==> config.mk <==
export PLATFORM = sky130hd
export DESIGN_NAME = sfs_sense_sync
export DESIGN_NICKNAME = d
export VERILOG_FILES = /design/src/hdl/sfs_pkg.sv /design/src/hdl/sfs_tmr_if.sv /design/src/hdl/sfs_oneshot.sv /design/src/hdl/sfs_square.sv /design/src/hdl/sfs_sense_sync.sv
export SDC_FILE = /design/constraint.sdc
export NUM_CORES = 1
export LEC_CHECK = 0
export BUFFER_PORTS_ARGS = -buffer_cell sky130_fd_sc_hd__buf_2
export CELL_PAD_IN_SITES_DETAIL_PLACEMENT = 0
export CELL_PAD_IN_SITES_GLOBAL_PLACEMENT = 2
export CORE_AREA = 3 3 136 138
export DETAILED_ROUTE_END_ITERATION = 16
export DIE_AREA = 0 0 139 141
export PLACE_DENSITY_LB_ADDON = 0.1
export SYNTH_ARGS = -nofsm -noshare
export SYNTH_HDL_FRONTEND = slang
export SYNTH_SLANG_ARGS = --single-unit
==> constraint.sdc <==
create_clock -name clk -period 4.8 [get_ports clk]
set_input_delay 0.96 -clock clk [delete_from_list [all_inputs] [get_ports clk]]
set_output_delay 0.96 -clock clk [all_outputs]
set_load 0.01 [all_outputs]
==> src/hdl/sfs_pkg.sv <==
`default_nettype none
package sfs_pkg;

    // Clock rate of the block
    localparam int CLK_MHZ          = 25;
    // Number of power channels that can be sensed
    localparam int NUM_CH           = 5;

    // Fixed strobe period while the PWM clock has failed
    localparam int SYNC_DEFAULT_NS  = 6_500_000;
    localparam int SYNC_DEFAULT_CYC = SYNC_DEFAULT_NS * CLK_MHZ / 1000;
    // Overflow marker pulse at full duty, typical length
    localparam int FULL_PULSE_NS    = 100_000;
    localparam int FULL_PULSE_CYC   = (FULL_PULSE_NS * CLK_MHZ + 999) / 1000;
    // Turn-on delay plus feedback settling; plain default, not a device figure
    localparam int SETTLE_NS        = 100_000;
    localparam int SETTLE_CYC       = (SETTLE_NS * CLK_MHZ + 999) / 1000;
    // Lowest prescaler setting: period of the voltage-source strobe
    localparam int PRESCALE_DIV     = 1024;

    // Register byte offsets
    localparam logic [11:0] OFS_CTRL   = 12'h000;
    localparam logic [11:0] OFS_STATUS = 12'h004;
    localparam logic [31:0] CTRL_RESET = 32'h0000_0000;

    // Control field positions
    localparam int CTRL_SRC_LSB  = 0;
    localparam int CTRL_MODE_LSB = 3;
    localparam int CTRL_CHOP_LSB = 5;

    // Status bit positions
    localparam int ST_NORMAL  = 0;
    localparam int ST_CLKFAIL = 1;
    localparam int ST_POLAR   = 2;
    localparam int ST_STROBE  = 3;
    localparam int ST_BLANK   = 4;
    localparam int ST_FAULT   = 5;
    localparam int ST_WAITCYC = 6;
    localparam int ST_WAITMID = 7;

    // Feedback source codes; 1 to 5 select a channel current
    localparam logic [2:0] SRC_NONE = 3'h0;
    localparam logic [2:0] SRC_CH1  = 3'h1;
    localparam logic [2:0] SRC_CH5  = 3'h5;
    localparam logic [2:0] SRC_TEMP = 3'h6;
    localparam logic [2:0] SRC_VBAT = 3'h7;

    // Device operating mode, given by the mode controller
    typedef enum logic [1:0] {
        OPM_SLEEP  = 2'b00,
        OPM_NORMAL = 2'b01,
        OPM_FAIL   = 2'b10
    } sfs_opmode_t;

    // Strobe behaviour selection
    typedef enum logic [1:0] {
        STROBE_OFF             = 2'b00,
        STROBE_VALID           = 2'b01,
        STROBE_NEXT_CYCLE_MODE = 2'b10,
        STROBE_HALF_PULSE_MODE = 2'b11
    } sfs_strobe_mode_t;

endpackage
`default_nettype wire

==> src/hdl/sfs_tmr_if.sv <==
`default_nettype none
// Start and busy pair between the controller and a one-shot timer
interface sfs_tmr_if;
    logic start;    // Restart the timer
    logic busy;     // Timer running
    modport ctrl (output start, input busy);
    modport tmr  (input start, output busy);
endinterface
`default_nettype wire

==> src/hdl/sfs_oneshot.sv <==
`default_nettype none
// Retriggerable one-shot: busy for LEN cycles after the last start
module sfs_oneshot #(
    parameter int LEN = 8
) (
    input  wire logic clk,
    input  wire logic rst_n,
    sfs_tmr_if.tmr    tmr
);
    localparam int W = $clog2(LEN + 1);

    logic [W-1:0] cnt;       // Remaining cycles
    logic [W-1:0] next_cnt;

    // A new start reloads, so back-to-back events extend the window
    always_comb begin
        if (tmr.start) begin
            next_cnt = W'(LEN);
        end else if (cnt != '0) begin
            next_cnt = cnt - 1'b1;
        end else begin
            next_cnt = '0;
        end
    end

    always_ff @(posedge clk or negedge rst_n) begin
        if (!rst_n) begin
            cnt <= '0;
        end else begin
            cnt <= next_cnt;
        end
    end

    assign tmr.busy = (cnt != '0);
endmodule
`default_nettype wire

==> src/hdl/sfs_square.sv <==
`default_nettype none
// Free square wave, HALF cycles per level, held low while disabled
module sfs_square #(
    parameter int HALF = 4
) (
    input  wire logic clk,
    input  wire logic rst_n,
    input  wire logic en,
    output logic      level
);
    localparam int W = $clog2(HALF + 1);

    logic [W-1:0] cnt;          // Cycles spent in current level
    logic [W-1:0] next_cnt;
    logic         next_level;

    // Restart from low phase each time the wave is enabled
    always_comb begin
        next_cnt   = cnt + 1'b1;
        next_level = level;
        if (!en) begin
            next_cnt   = '0;
            next_level = 1'b0;
        end else if (cnt == W'(HALF - 1)) begin
            next_cnt   = '0;
            next_level = ~level;
        end
    end

    always_ff @(posedge clk or negedge rst_n) begin
        if (!rst_n) begin
            cnt   <= '0;
            level <= 1'b0;
        end else begin
            cnt   <= next_cnt;
            level <= next_level;
        end
    end
endmodule
`default_nettype wire

==> src/hdl/sfs_sense_sync.sv <==
// Notes on behaviour
// - Feedback and strobe only in normal mode
// - Source select field routes feedback multiplexer
// - No current feedback during inrush window
// - Current feedback only during on phase
// - Chop mode flips offset on strobe release
// - Per-channel chop enable, default off, off in fail
// - Chop mode halves low overcurrent threshold
// - Off setting holds strobe released high
// - Valid setting: low while feedback valid
// - Next-cycle setting waits for new PWM cycle
// - Half-pulse setting: low from pulse middle
// - No strobe during inrush or off phase
// - Blank after mux change or offset flip
// - Clock fail gives 6.5 ms square wave
// - Full duty, next-cycle and half-pulse settings: low, 100 us overflow pulse
// - No trigger while output faulted until re-enabled
// - Voltage source gives clock/1024 square wave
`default_nettype none
module sfs_sense_sync
    import sfs_pkg::*;
#(
    parameter int ADDR_W      = 12,
    parameter int DEFAULT_CYC = sfs_pkg::SYNC_DEFAULT_CYC,
    parameter int SETTLE      = sfs_pkg::SETTLE_CYC
) (
    input  wire logic                      clk,
    input  wire logic                      rst_n,
    input  wire logic                      psel,
    input  wire logic                      penable,
    input  wire logic                      pwrite,
    input  wire logic [ADDR_W-1:0]         paddr,
    input  wire logic [31:0]               pwdata,
    output logic      [31:0]               prdata,
    output logic                           pready,
    output logic                           pslverr,
    input  wire sfs_pkg::sfs_opmode_t      op_mode,
    input  wire logic [sfs_pkg::NUM_CH-1:0] pwm_on,
    input  wire logic [sfs_pkg::NUM_CH-1:0] pwm_second_half,
    input  wire logic [sfs_pkg::NUM_CH-1:0] pwm_full_duty,
    input  wire logic                      pwm_cycle_start,
    input  wire logic                      pwm_clock_fail,
    input  wire logic [sfs_pkg::NUM_CH-1:0] inrush_overcurrent_window,
    input  wire logic [sfs_pkg::NUM_CH-1:0] output_fault,
    input  wire logic [sfs_pkg::NUM_CH-1:0] output_enable,
    output logic                           analog_feedback_out_en,
    output logic      [2:0]                feedback_source,
    output logic                           current_feedback_gate,
    output logic                           offset_chop_polarity,
    output logic [sfs_pkg::NUM_CH-1:0]     low_overcurrent_threshold_halve,
    output logic                           feedback_sample_strobe_n_out,
    output logic                           feedback_sample_strobe_n_oe
);
    import sfs_pkg::*;

    // True when the source code names a channel current
    function automatic logic is_current(input logic [2:0] src);
        is_current = (src >= SRC_CH1) && (src <= SRC_CH5);
    endfunction

    // Channel index of a current source, 0 otherwise
    function automatic logic [2:0] chan_of(input logic [2:0] src);
        chan_of = is_current(src) ? (src - SRC_CH1) : 3'h0;
    endfunction

    // Software control and its decoded fields
    logic [31:0]            ctrl;
    logic [31:0]            next_ctrl;
    logic [2:0]             src;
    sfs_strobe_mode_t       mode;
    logic [NUM_CH-1:0]      chop_en;
    assign src     = ctrl[CTRL_SRC_LSB +: 3];
    assign mode    = sfs_strobe_mode_t'(ctrl[CTRL_MODE_LSB +: 2]);
    assign chop_en = ctrl[CTRL_CHOP_LSB +: NUM_CH];

    // Bus answer registers
    logic [31:0]            next_prdata;
    logic                   next_pready;
    logic                   next_pslverr;

    // Edge history and sticky state
    logic [2:0]             prev_src;
    logic                   prev_on;
    logic                   prev_half;
    logic                   prev_oe;         // Strobe level one cycle ago
    logic [NUM_CH-1:0]      prev_enable;
    logic [NUM_CH-1:0]      fault_hold;
    logic [NUM_CH-1:0]      next_fault_hold;
    logic                   wait_cycle;
    logic                   next_wait_cycle;
    logic                   wait_mid;
    logic                   next_wait_mid;
    logic                   next_polarity;
    logic                   next_strobe;

    // Registered feedback outputs
    logic                   next_fb_en;
    logic [2:0]             next_fb_src;
    logic                   next_gate;
    logic [NUM_CH-1:0]      next_halve;

    // Decoded conditions
    logic                   normal;
    logic                   cur;
    logic                   volt;
    logic [2:0]             ch;
    logic                   on_sel;
    logic                   half_sel;
    logic                   full_sel;
    logic                   inrush_sel;
    logic [NUM_CH-1:0]      chop_eff;
    logic                   mux_change;
    logic                   chop_toggle;
    logic                   blank;
    logic                   base_ok;
    logic                   half_rise;
    logic                   slow_level;
    logic                   fast_level;
    logic                   wr_en;

    // Timers shared through the start/busy carrier
    sfs_tmr_if blank_if ();
    sfs_tmr_if pulse_if ();

    sfs_oneshot #(.LEN(SETTLE)) u_blank (
        .clk   (clk),
        .rst_n (rst_n),
        .tmr   (blank_if)
    );

    sfs_oneshot #(.LEN(FULL_PULSE_CYC)) u_pulse (
        .clk   (clk),
        .rst_n (rst_n),
        .tmr   (pulse_if)
    );

    sfs_square #(.HALF(DEFAULT_CYC / 2)) u_slow (
        .clk   (clk),
        .rst_n (rst_n),
        .en    (normal && pwm_clock_fail),
        .level (slow_level)
    );

    sfs_square #(.HALF(PRESCALE_DIV / 2)) u_fast (
        .clk   (clk),
        .rst_n (rst_n),
        .en    (normal && volt),
        .level (fast_level)
    );

    // Source decode and per-channel selection
    assign normal     = (op_mode == OPM_NORMAL);
    assign cur        = is_current(src);
    assign volt       = (src == SRC_TEMP) || (src == SRC_VBAT);
    assign ch         = chan_of(src);
    assign on_sel     = cur && pwm_on[ch];
    assign half_sel   = cur && pwm_second_half[ch];
    assign full_sel   = cur && pwm_full_duty[ch];
    assign inrush_sel = cur && inrush_overcurrent_window[ch];
    assign chop_eff   = normal ? chop_en : '0;

    // Events; strobe release is the rising edge of the pin
    assign mux_change = (src != prev_src);
    // flip on strobe release
    // Registered release edge, so the flip cannot loop back via blanking
    assign chop_toggle = prev_oe && !feedback_sample_strobe_n_oe
                         && cur && chop_eff[ch];
    assign half_rise  = half_sel && !prev_half;
    assign blank_if.start = mux_change || (on_sel && !prev_on) || chop_toggle;
    // The start itself blanks, so blanking has no one-cycle hole
    assign blank      = blank_if.busy || blank_if.start;
    assign pulse_if.start = pwm_cycle_start && full_sel;
    assign wr_en      = psel && penable && pready && pwrite;

    // APB slave: zero wait states, unmapped offsets answer an error
    always_comb begin
        next_ctrl    = ctrl;
        next_prdata  = 32'h0000_0000;
        next_pready  = psel && !penable;
        next_pslverr = 1'b0;
        if (wr_en && (paddr == ADDR_W'(OFS_CTRL))) begin
            next_ctrl = pwdata;
        end
        if (psel && !penable) begin
            if (paddr == ADDR_W'(OFS_CTRL)) begin
                next_prdata = ctrl;
            end else if (paddr == ADDR_W'(OFS_STATUS)) begin
                next_prdata[ST_NORMAL]  = normal;
                next_prdata[ST_CLKFAIL] = pwm_clock_fail;
                next_prdata[ST_POLAR]   = offset_chop_polarity;
                next_prdata[ST_STROBE]  = feedback_sample_strobe_n_oe;
                next_prdata[ST_BLANK]   = blank_if.busy;
                next_prdata[ST_FAULT]   = fault_hold[ch];
                next_prdata[ST_WAITCYC] = wait_cycle;
                next_prdata[ST_WAITMID] = wait_mid;
            end else begin
                next_pslverr = 1'b1;
            end
        end
    end

    // Sense path: what reaches the analog feedback pin
    always_comb begin
        next_fb_en  = normal && (src != SRC_NONE);
        next_fb_src = normal ? src : SRC_NONE;
        next_gate   = normal && on_sel && !inrush_sel;
        next_halve  = chop_eff;
        next_polarity = chop_toggle ? !offset_chop_polarity
                                    : offset_chop_polarity;
    end

    // Sticky qualifiers of the strobe; every set wins over its clear
    always_comb begin
        for (int i = 0; i < NUM_CH; i++) begin
            next_fault_hold[i] = output_fault[i] || (fault_hold[i]
                                 && !(output_enable[i] && !prev_enable[i]));
        end
        next_wait_cycle = mux_change || (wait_cycle && !pwm_cycle_start);
        next_wait_mid   = mux_change || (wait_mid && !half_rise);
    end

    // Strobe level; 1 means the pin is pulled low
    always_comb begin
        // off phase and inrush suppressed
        // A fault arriving this cycle already silences the strobe
        base_ok     = on_sel && !inrush_sel && !blank
                      && !next_fault_hold[ch];
        next_strobe = 1'b0;
        if (!normal) begin
            next_strobe = 1'b0;
        end else if (pwm_clock_fail) begin
            next_strobe = slow_level;
        end else if (volt) begin
            next_strobe = fast_level;
        end else if (cur) begin
            case (mode)
                STROBE_OFF: begin
                    next_strobe = 1'b0;
                end
                STROBE_VALID: begin
                    next_strobe = base_ok;
                end
                STROBE_NEXT_CYCLE_MODE: begin
                    if (full_sel) begin
                        next_strobe = !pulse_if.busy && !pulse_if.start
                                      && !inrush_sel
                                      && !next_fault_hold[ch];
                    end else begin
                        next_strobe = base_ok && !wait_cycle;
                    end
                end
                STROBE_HALF_PULSE_MODE: begin
                    if (full_sel) begin
                        next_strobe = !pulse_if.busy && !pulse_if.start
                                      && !inrush_sel
                                      && !next_fault_hold[ch];
                    end else begin
                        next_strobe = base_ok && !wait_mid && half_sel;
                    end
                end
                default: begin
                    next_strobe = 1'b0;
                end
            endcase
        end
    end

    // State registers of the block; the timer and square-wave counters sit in their submodules
    always_ff @(posedge clk or negedge rst_n) begin
        if (!rst_n) begin
            ctrl                            <= CTRL_RESET;
            prdata                          <= 32'h0000_0000;
            pready                          <= 1'b0;
            pslverr                         <= 1'b0;
            prev_src                        <= SRC_NONE;
            prev_on                         <= 1'b0;
            prev_half                       <= 1'b0;
            prev_oe                         <= 1'b0;
            prev_enable                     <= '0;
            fault_hold                      <= '0;
            wait_cycle                      <= 1'b0;
            wait_mid                        <= 1'b0;
            analog_feedback_out_en          <= 1'b0;
            feedback_source                 <= SRC_NONE;
            current_feedback_gate           <= 1'b0;
            offset_chop_polarity            <= 1'b0;
            low_overcurrent_threshold_halve <= '0;
            feedback_sample_strobe_n_out    <= 1'b0;
            feedback_sample_strobe_n_oe     <= 1'b0;
        end else begin
            ctrl                            <= next_ctrl;
            prdata                          <= next_prdata;
            pready                          <= next_pready;
            pslverr                         <= next_pslverr;
            prev_src                        <= src;
            prev_on                         <= on_sel;
            prev_half                       <= half_sel;
            prev_oe                         <= feedback_sample_strobe_n_oe;
            prev_enable                     <= output_enable;
            fault_hold                      <= next_fault_hold;
            wait_cycle                      <= next_wait_cycle;
            wait_mid                        <= next_wait_mid;
            analog_feedback_out_en          <= next_fb_en;
            feedback_source                 <= next_fb_src;
            current_feedback_gate           <= next_gate;
            offset_chop_polarity            <= next_polarity;
            low_overcurrent_threshold_halve <= next_halve;
            // Open drain: the pin only ever drives low
            feedback_sample_strobe_n_out    <= 1'b0;
            feedback_sample_strobe_n_oe     <= next_strobe;
        end
    end
endmodule
`default_nettype wire

Yosys cells after proc, flatten, opt, wreduce, memory -nomap -nowiden
Cells that the tools add are included.
W data, S select, Z words.
{ "totals": {"regBits": 149, "output_inout_bits": 47, "elab_cells": 171} }
{ "op_classes": {"n_addsub": 5, "order_cmp": 3, "n_eq_ne": 12, "muxes": 43, "bitwise": 2, "n_reduce_logical": 82} }
{ "op_table": {"columns": ["op", "count"], "rows": [
  ["$mux W12", 4],
  ["$logic_and A1 B1 Y1", 42],
  ["$mux W17", 2],
  ["$mux W32", 1],
  ["$logic_not A1 Y1", 24],
  ["$mux W24", 1],
  ["$reduce_bool A12 Y1", 2],
  ["$sub A12 B1 Y12 const B", 2],
  ["$bmux W1 S3", 7],
  ["$mux W1", 20],
  ["$mux W10", 2],
  ["$add A17 B1 Y17 const B", 1],
  ["$eq A17 B17 Y1 const B", 1],
  ["$mux W8", 2],
  ["$eq A12 B3 Y1 const B", 1],
  ["$logic_not A12 Y1", 1],
  ["$logic_or A1 B1 Y1", 11],
  ["$add A10 B1 Y10 const B", 1],
  ["$eq A10 B9 Y1 const B", 1],
  ["$eq A3 B3 Y1 const B", 2],
  ["$mux W3", 2],
  ["$mux W5", 1],
  ["$eq A2 B1 Y1 const B", 2],
  ["$eq A2 B2 Y1 const B", 2],
  ["10 further kinds", 12]
]} }

Logic depth before layout (Yosys ltp)
{ "depth": {"depth_word": 21, "ltp_mapped": 11, "mapped_depth_nobuf": 9} }

By module
From an unflattened synthesis, not the netlist that was laid out.
{ "hier_totals": {"hier_cells": 608, "hier_area_um2": 6909.1} }
{ "modules_own_cells": {"columns": ["mod", "n_inst", "cells_each", "area_per_inst_um2", "seq_area_each_um2"], "rows": [
  ["sfs_sense_sync", 1, 329, 4113.9, 2402.3],
  ["sfs_oneshot", 2, 68, 671.9, 300.3],
  ["sfs_square (u_slow)", 1, 93, 920.9, 450.4],
  ["sfs_square (u_fast)", 1, 50, 530.5, 275.3]
]} }

Worst setup path after synthesis
Ideal clock, no wire load.
{ "synth_timing": {"path_kind": "flip-flop to flip-flop", "start": "reg ctrl[0]", "end": "reg u_blank.cnt[4]", "arrival_ns": 2.784, "setup_slack_ns": 1.932, "stages_incl_launch_ff": 10, "path_buffers": 1, "period_less_slack_ns": 2.868, "cell_sequence": "dfrtp_1 > buf_2 > clkinv_1 > ha_1 > xnor2_1 > nand2_1 > o311a_1 > a211oi_2 > and2b_1 > a21boi_0"} }
{ "synth_via": {"elab_chain_cells": 10} }
{ "synth_rtl": {"columns": ["element", "line", "text"], "rows": [
  ["start, declared", "sfs_sense_sync.sv:67", "logic [31:0] ctrl;"],
  ["start signal, assigned", "sfs_sense_sync.sv:291", "ctrl <= next_ctrl;"],
  ["$ge A3 B1 Y1 / $le A3 B3 Y1 (equally long branches)", "sfs_sense_sync.sv:58", "is_current = (src >= SRC_CH1) && (src <= SRC_CH5);"],
  ["$logic_and A1 B1 Y1", "sfs_sense_sync.sv:58", null],
  ["$mux W3", "sfs_sense_sync.sv:63", "chan_of = is_current(src) ? (src - SRC_CH1) : 3'h0;"],
  ["$bmux W1 S3", "sfs_sense_sync.sv:156", "assign on_sel = cur && pwm_on[ch];"],
  ["$mux W1 (implied by the code)", "sfs_sense_sync.sv:156", null],
  ["$logic_and A1 B1 Y1 *", "sfs_sense_sync.sv:156", null],
  ["named net on_sel", "sfs_sense_sync.sv:107", "logic on_sel;"],
  ["$logic_and A1 B1 Y1 *", "sfs_sense_sync.sv:169", "assign blank_if.start = mux_change || (on_sel && !prev_on) || chop_toggle;"],
  ["$logic_or A1 B1 Y1 * (2 in a row)", "sfs_sense_sync.sv:169", null],
  ["$mux W12 *", "sfs_oneshot.sv:17", "if (tmr.start) begin"],
  ["named net u_blank.next_cnt[4]", "sfs_oneshot.sv:13", "logic [W-1:0] next_cnt;"],
  ["end signal, assigned", "sfs_oneshot.sv:30", "cnt <= next_cnt;"],
  ["end, declared", "sfs_oneshot.sv:12", "logic [W-1:0] cnt;"]
]} }
Mark *: on every way through the listed nets, which the timed path passes. The rest lies on a longest branch. The select of a mux whose other input is x is not followed.
A chain may end at the register's enable or synchronous reset.

Final worst setup path
Ends and elaborated chain as after synthesis.

==> summary.txt <==
Status
  • Status: completed

GRT
  • GR Util met3: 4.27%
  • GRT met1 Usage: 20.2%
  • Most crowded layer after global routing: met2
  • GRT Total Usage: 16.2%
  • First-pass GRT wire length: between 20000 and 25000 um
  • Largest net degree at the start of global routing: 97
  • Met2 usage: 27.2%
  • Global route total overflow: 0
  • Vias in the first global route: between 4000 and 5000
  • Initial antenna violation count: 2

Logic synthesis
  • Syn nets: 670
  • EDFF count, synth: 0
  • Yosys Warn Count: 0
  • Mapped Cells: 575
  • Main synth FF type: dfrtp_1
  • Unique masters post-synth: 62
  • Synthesized area: 6550 um^2
  • Post-synthesis average cell area: 11.4 um^2
  • Ys async rst share: 100%
  • FF+latch count, synth: 149
  • Post-synthesis sequential area ratio: a little under three fifths

Clock network
  • CTS H-tree depth: 4
  • Clock transition at path regs: 0.06 ns
  • Post_cts resized: 0
  • CTS buffer count: 17
  • Postcts setup bufs: 0
  • Clock Tree Buf Depth: 2
  • Clk_lat worst skew: ~0.43 ns
  • TritonCTS clock tree: yes
  • CTS Sinks: ~150
  • Hold-fix buffers at CTS: 0
  • Root buf cell: clkbuf_16

STA
  • Final Max Tran Viols: 0
  • Final Hold Viols: 0
  • Slew margin rel.: 41.2%
  • Endpoints failing setup: 0
  • Actual slew at the worst max-slew pin: 0.882 ns
  • Final worst-path cycle share: 67.8%
  • RSZ-0062 raised after global routing: no
  • F_max: 307 MHz
  • Setup TNS: 0 ns
  • Min Clock Period, post-route: between 3 and 4 ns
  • Setup Skew: 0.0109 ns

Drt
  • DRC viols: 0
  • Via density: just under 5
  • DR iter-0 viols: 162
  • Per-cell routed wire length: 16.4 um
  • Post-DRT Antenna Nets: 0
  • Vias: roughly 4600
  • First-pass DRT Iterations: 4
  • DRT Wirelength: approximately 16000 um

Finish
  • Commonest non-fill, non-tap cells in the layout: dfrtp_1, buf_2, nor2_1, and2_1
  • Fillers: 1620
  • Syn-to-layout area delta: 23.4%
  • Final nets: roughly 800
  • FF+latch area: 3730 um^2
  • Fin util: about 47%
  • Footprint of the multi-input gates: approximately 2700 um^2
  • Most common cell after layout, fill and taps aside: dfrtp_1
  • Share of cells above drive strength 1: 28.6%

Worst setup path
  • Worst Path Required: 5.14 ns
  • Critical path class: reg2reg
  • Crit path launch type: flip-flop
  • Critical Path AT: about 3.6 ns
  • Setup crit end kind: flip-flop
  • RR Startpoint: ctrl[0]
  • WP buf/inv: 1
  • Largest stage delay on the critical path: about 0.57 ns
  • CP max stage cell: xnor2_1
  • Worst path cell trace: clkinv_1, ha_1, xnor2_1, nand2_1, o311a_1, a211oi_2, and2b_1, a21boi_0
  • Cell family with most CP delay: compound AO/OA/AOI/OAI gates
  • Critical path peak fanout: 10
  • CP Launch Point: ctrl[0]

Floorplanning
  • Core area: 17300 um^2
  • Initial Utilization: 37.9%
  • Io pins: 130
  • Rows: 48
  • Die Y: approximately 140 um
  • Full die area: 19600 um^2
  • Die width: 139 um

Place
  • Final HPWL DP: approximately 11000 um
  • GPL Wtd Cong: 0.749
  • PortBufs: 128

Power and ir drop
  • PD cells: approximately 360 nW/um^2
  • Peak supply drop: around 0.28 mV
  • LEAKAGE: 3.92 nW

Worst hold path
  • Worst hold path class: reg2reg
  • Hold Startpoint: u_pulse.cnt[0]

Job
  • Max-cap violations: 0
through the flow:
stage	cells	total power, W	hold WS (ns)	setup WS, ns	instance area (um^2)
5_1_grt	950	0.00308	0.444	1.27	8080
6_report	950	0.00293	0.427	1.55	8080
3_3_place_gp	916	0.00155	0.410	1.64	7440
4_1_cts	948	0.00298	0.429	1.56	8080
2_1_floorplan	575	0.00145	0.402	1.93	6550
3_5_place_dp	916	0.00155	0.419	1.55	7440
power breakdown:
group / internal, W / leakage (nW) / switching [W]
Sequential: 0.00130 / 1.95 / 0.0000340
Combinational: 0.0000881 / 1.65 / 0.000107
Clock: 0.000842 / 0.311 / 0.000566
Total: 0.00223 / 3.92 / 0.000707
cells by family (layout without fill, tap and decap cells):
kind of cell | count (synthesis) | count (layout) | share of synthesized area, %
compound gates | 63 | 63 | 6.38
xor+xnor | 49 | 49 | 6.55
fa+ha+maj | 12 | 12 | 2.29
buf+inv | 35 | 183 | 2.16
flops | 149 | 149 | 56.9
mux | 43 | 43 | 7.34
other cells | 1 | 3 | 0.0573
simple gates | 223 | 223 | 18.3
synth_stat cells (6+ instances only):
cell type / count / area [um^2]
xor2_1: 31 / 272
nand2_1: 31 / 116
nand2b_1: 13 / 81.3
nor2_1: 60 / 225
a21oi_1: 10 / 50.1
dfrtp_1: 149 / 3730
clkbuf_1: 8 / 30.0
nand3_1: 16 / 80.1
nor3_1: 14 / 70.1
inv_1: 17 / 63.8
and2_1: 36 / 225
ha_1: 12 / 150
nand4_1: 7 / 43.8
mux2_2: 30 / 338
nor4_1: 6 / 37.5
xnor2_1: 18 / 158
o21ai_0: 26 / 130
mux2i_1: 12 / 120
and3_1: 10 / 62.6
final timing paths:
kind | endpoint | slack (ns) | cells past startpoint
worst min-delay path | u_pulse.cnt[0] | 0.43 | 1
max in group asynchronous | prdata[7] | 3.24 | 2
min in group asynchronous | u_pulse.cnt[1] | 0.64 | 1
worst max-delay path | u_blank.cnt[4] | 1.55 | 8
worst max register to register | u_blank.cnt[4] | 1.55 | 8
worst min register to register | u_pulse.cnt[0] | 0.43 | 1
worst register-to-register path, cell delays in order, from the launching register on:
cell      delay (ns)
dfrtp_1         0.35
clkinv_1        0.29
ha_1            0.42
xnor2_1         0.57
nand2_1         0.16
o311a_1         0.44
a211oi_2        0.46
and2b_1         0.29
a21boi_0        0.20
registers in the layout (all words and copies together), names as in the netlist, 5 cells and up:
register and cells:
u_slow.cnt 17, u_blank.cnt 12, fault_hold 5, prev_enable 5, u_fast.cnt 10, prdata 32
u_pulse.cnt 12, low_overcurrent_threshold_halve 5, ctrl 32
area by class of cell:
cell class	instances	area share, %
flip-flops and latches	149	46.1
multi-input cells	391	33.2
repair buffers	133	8.47
clock buffers	17	5.26
well taps	225	3.48
clock inverters	15	2.57
inverters	18	0.836
diodes	2	0.0619
metal layers:
layer  wire [um]  vias to the layer above  share of wire (%)
met5           0                        -                  0
li1            -                     2241                  -
met3         635                       23                4.1
met1        6670                     2235                 43
met2        7920                       87                 51
met4         327                        0                2.1
No activity file was read; power rests on OpenSTA's default activity.
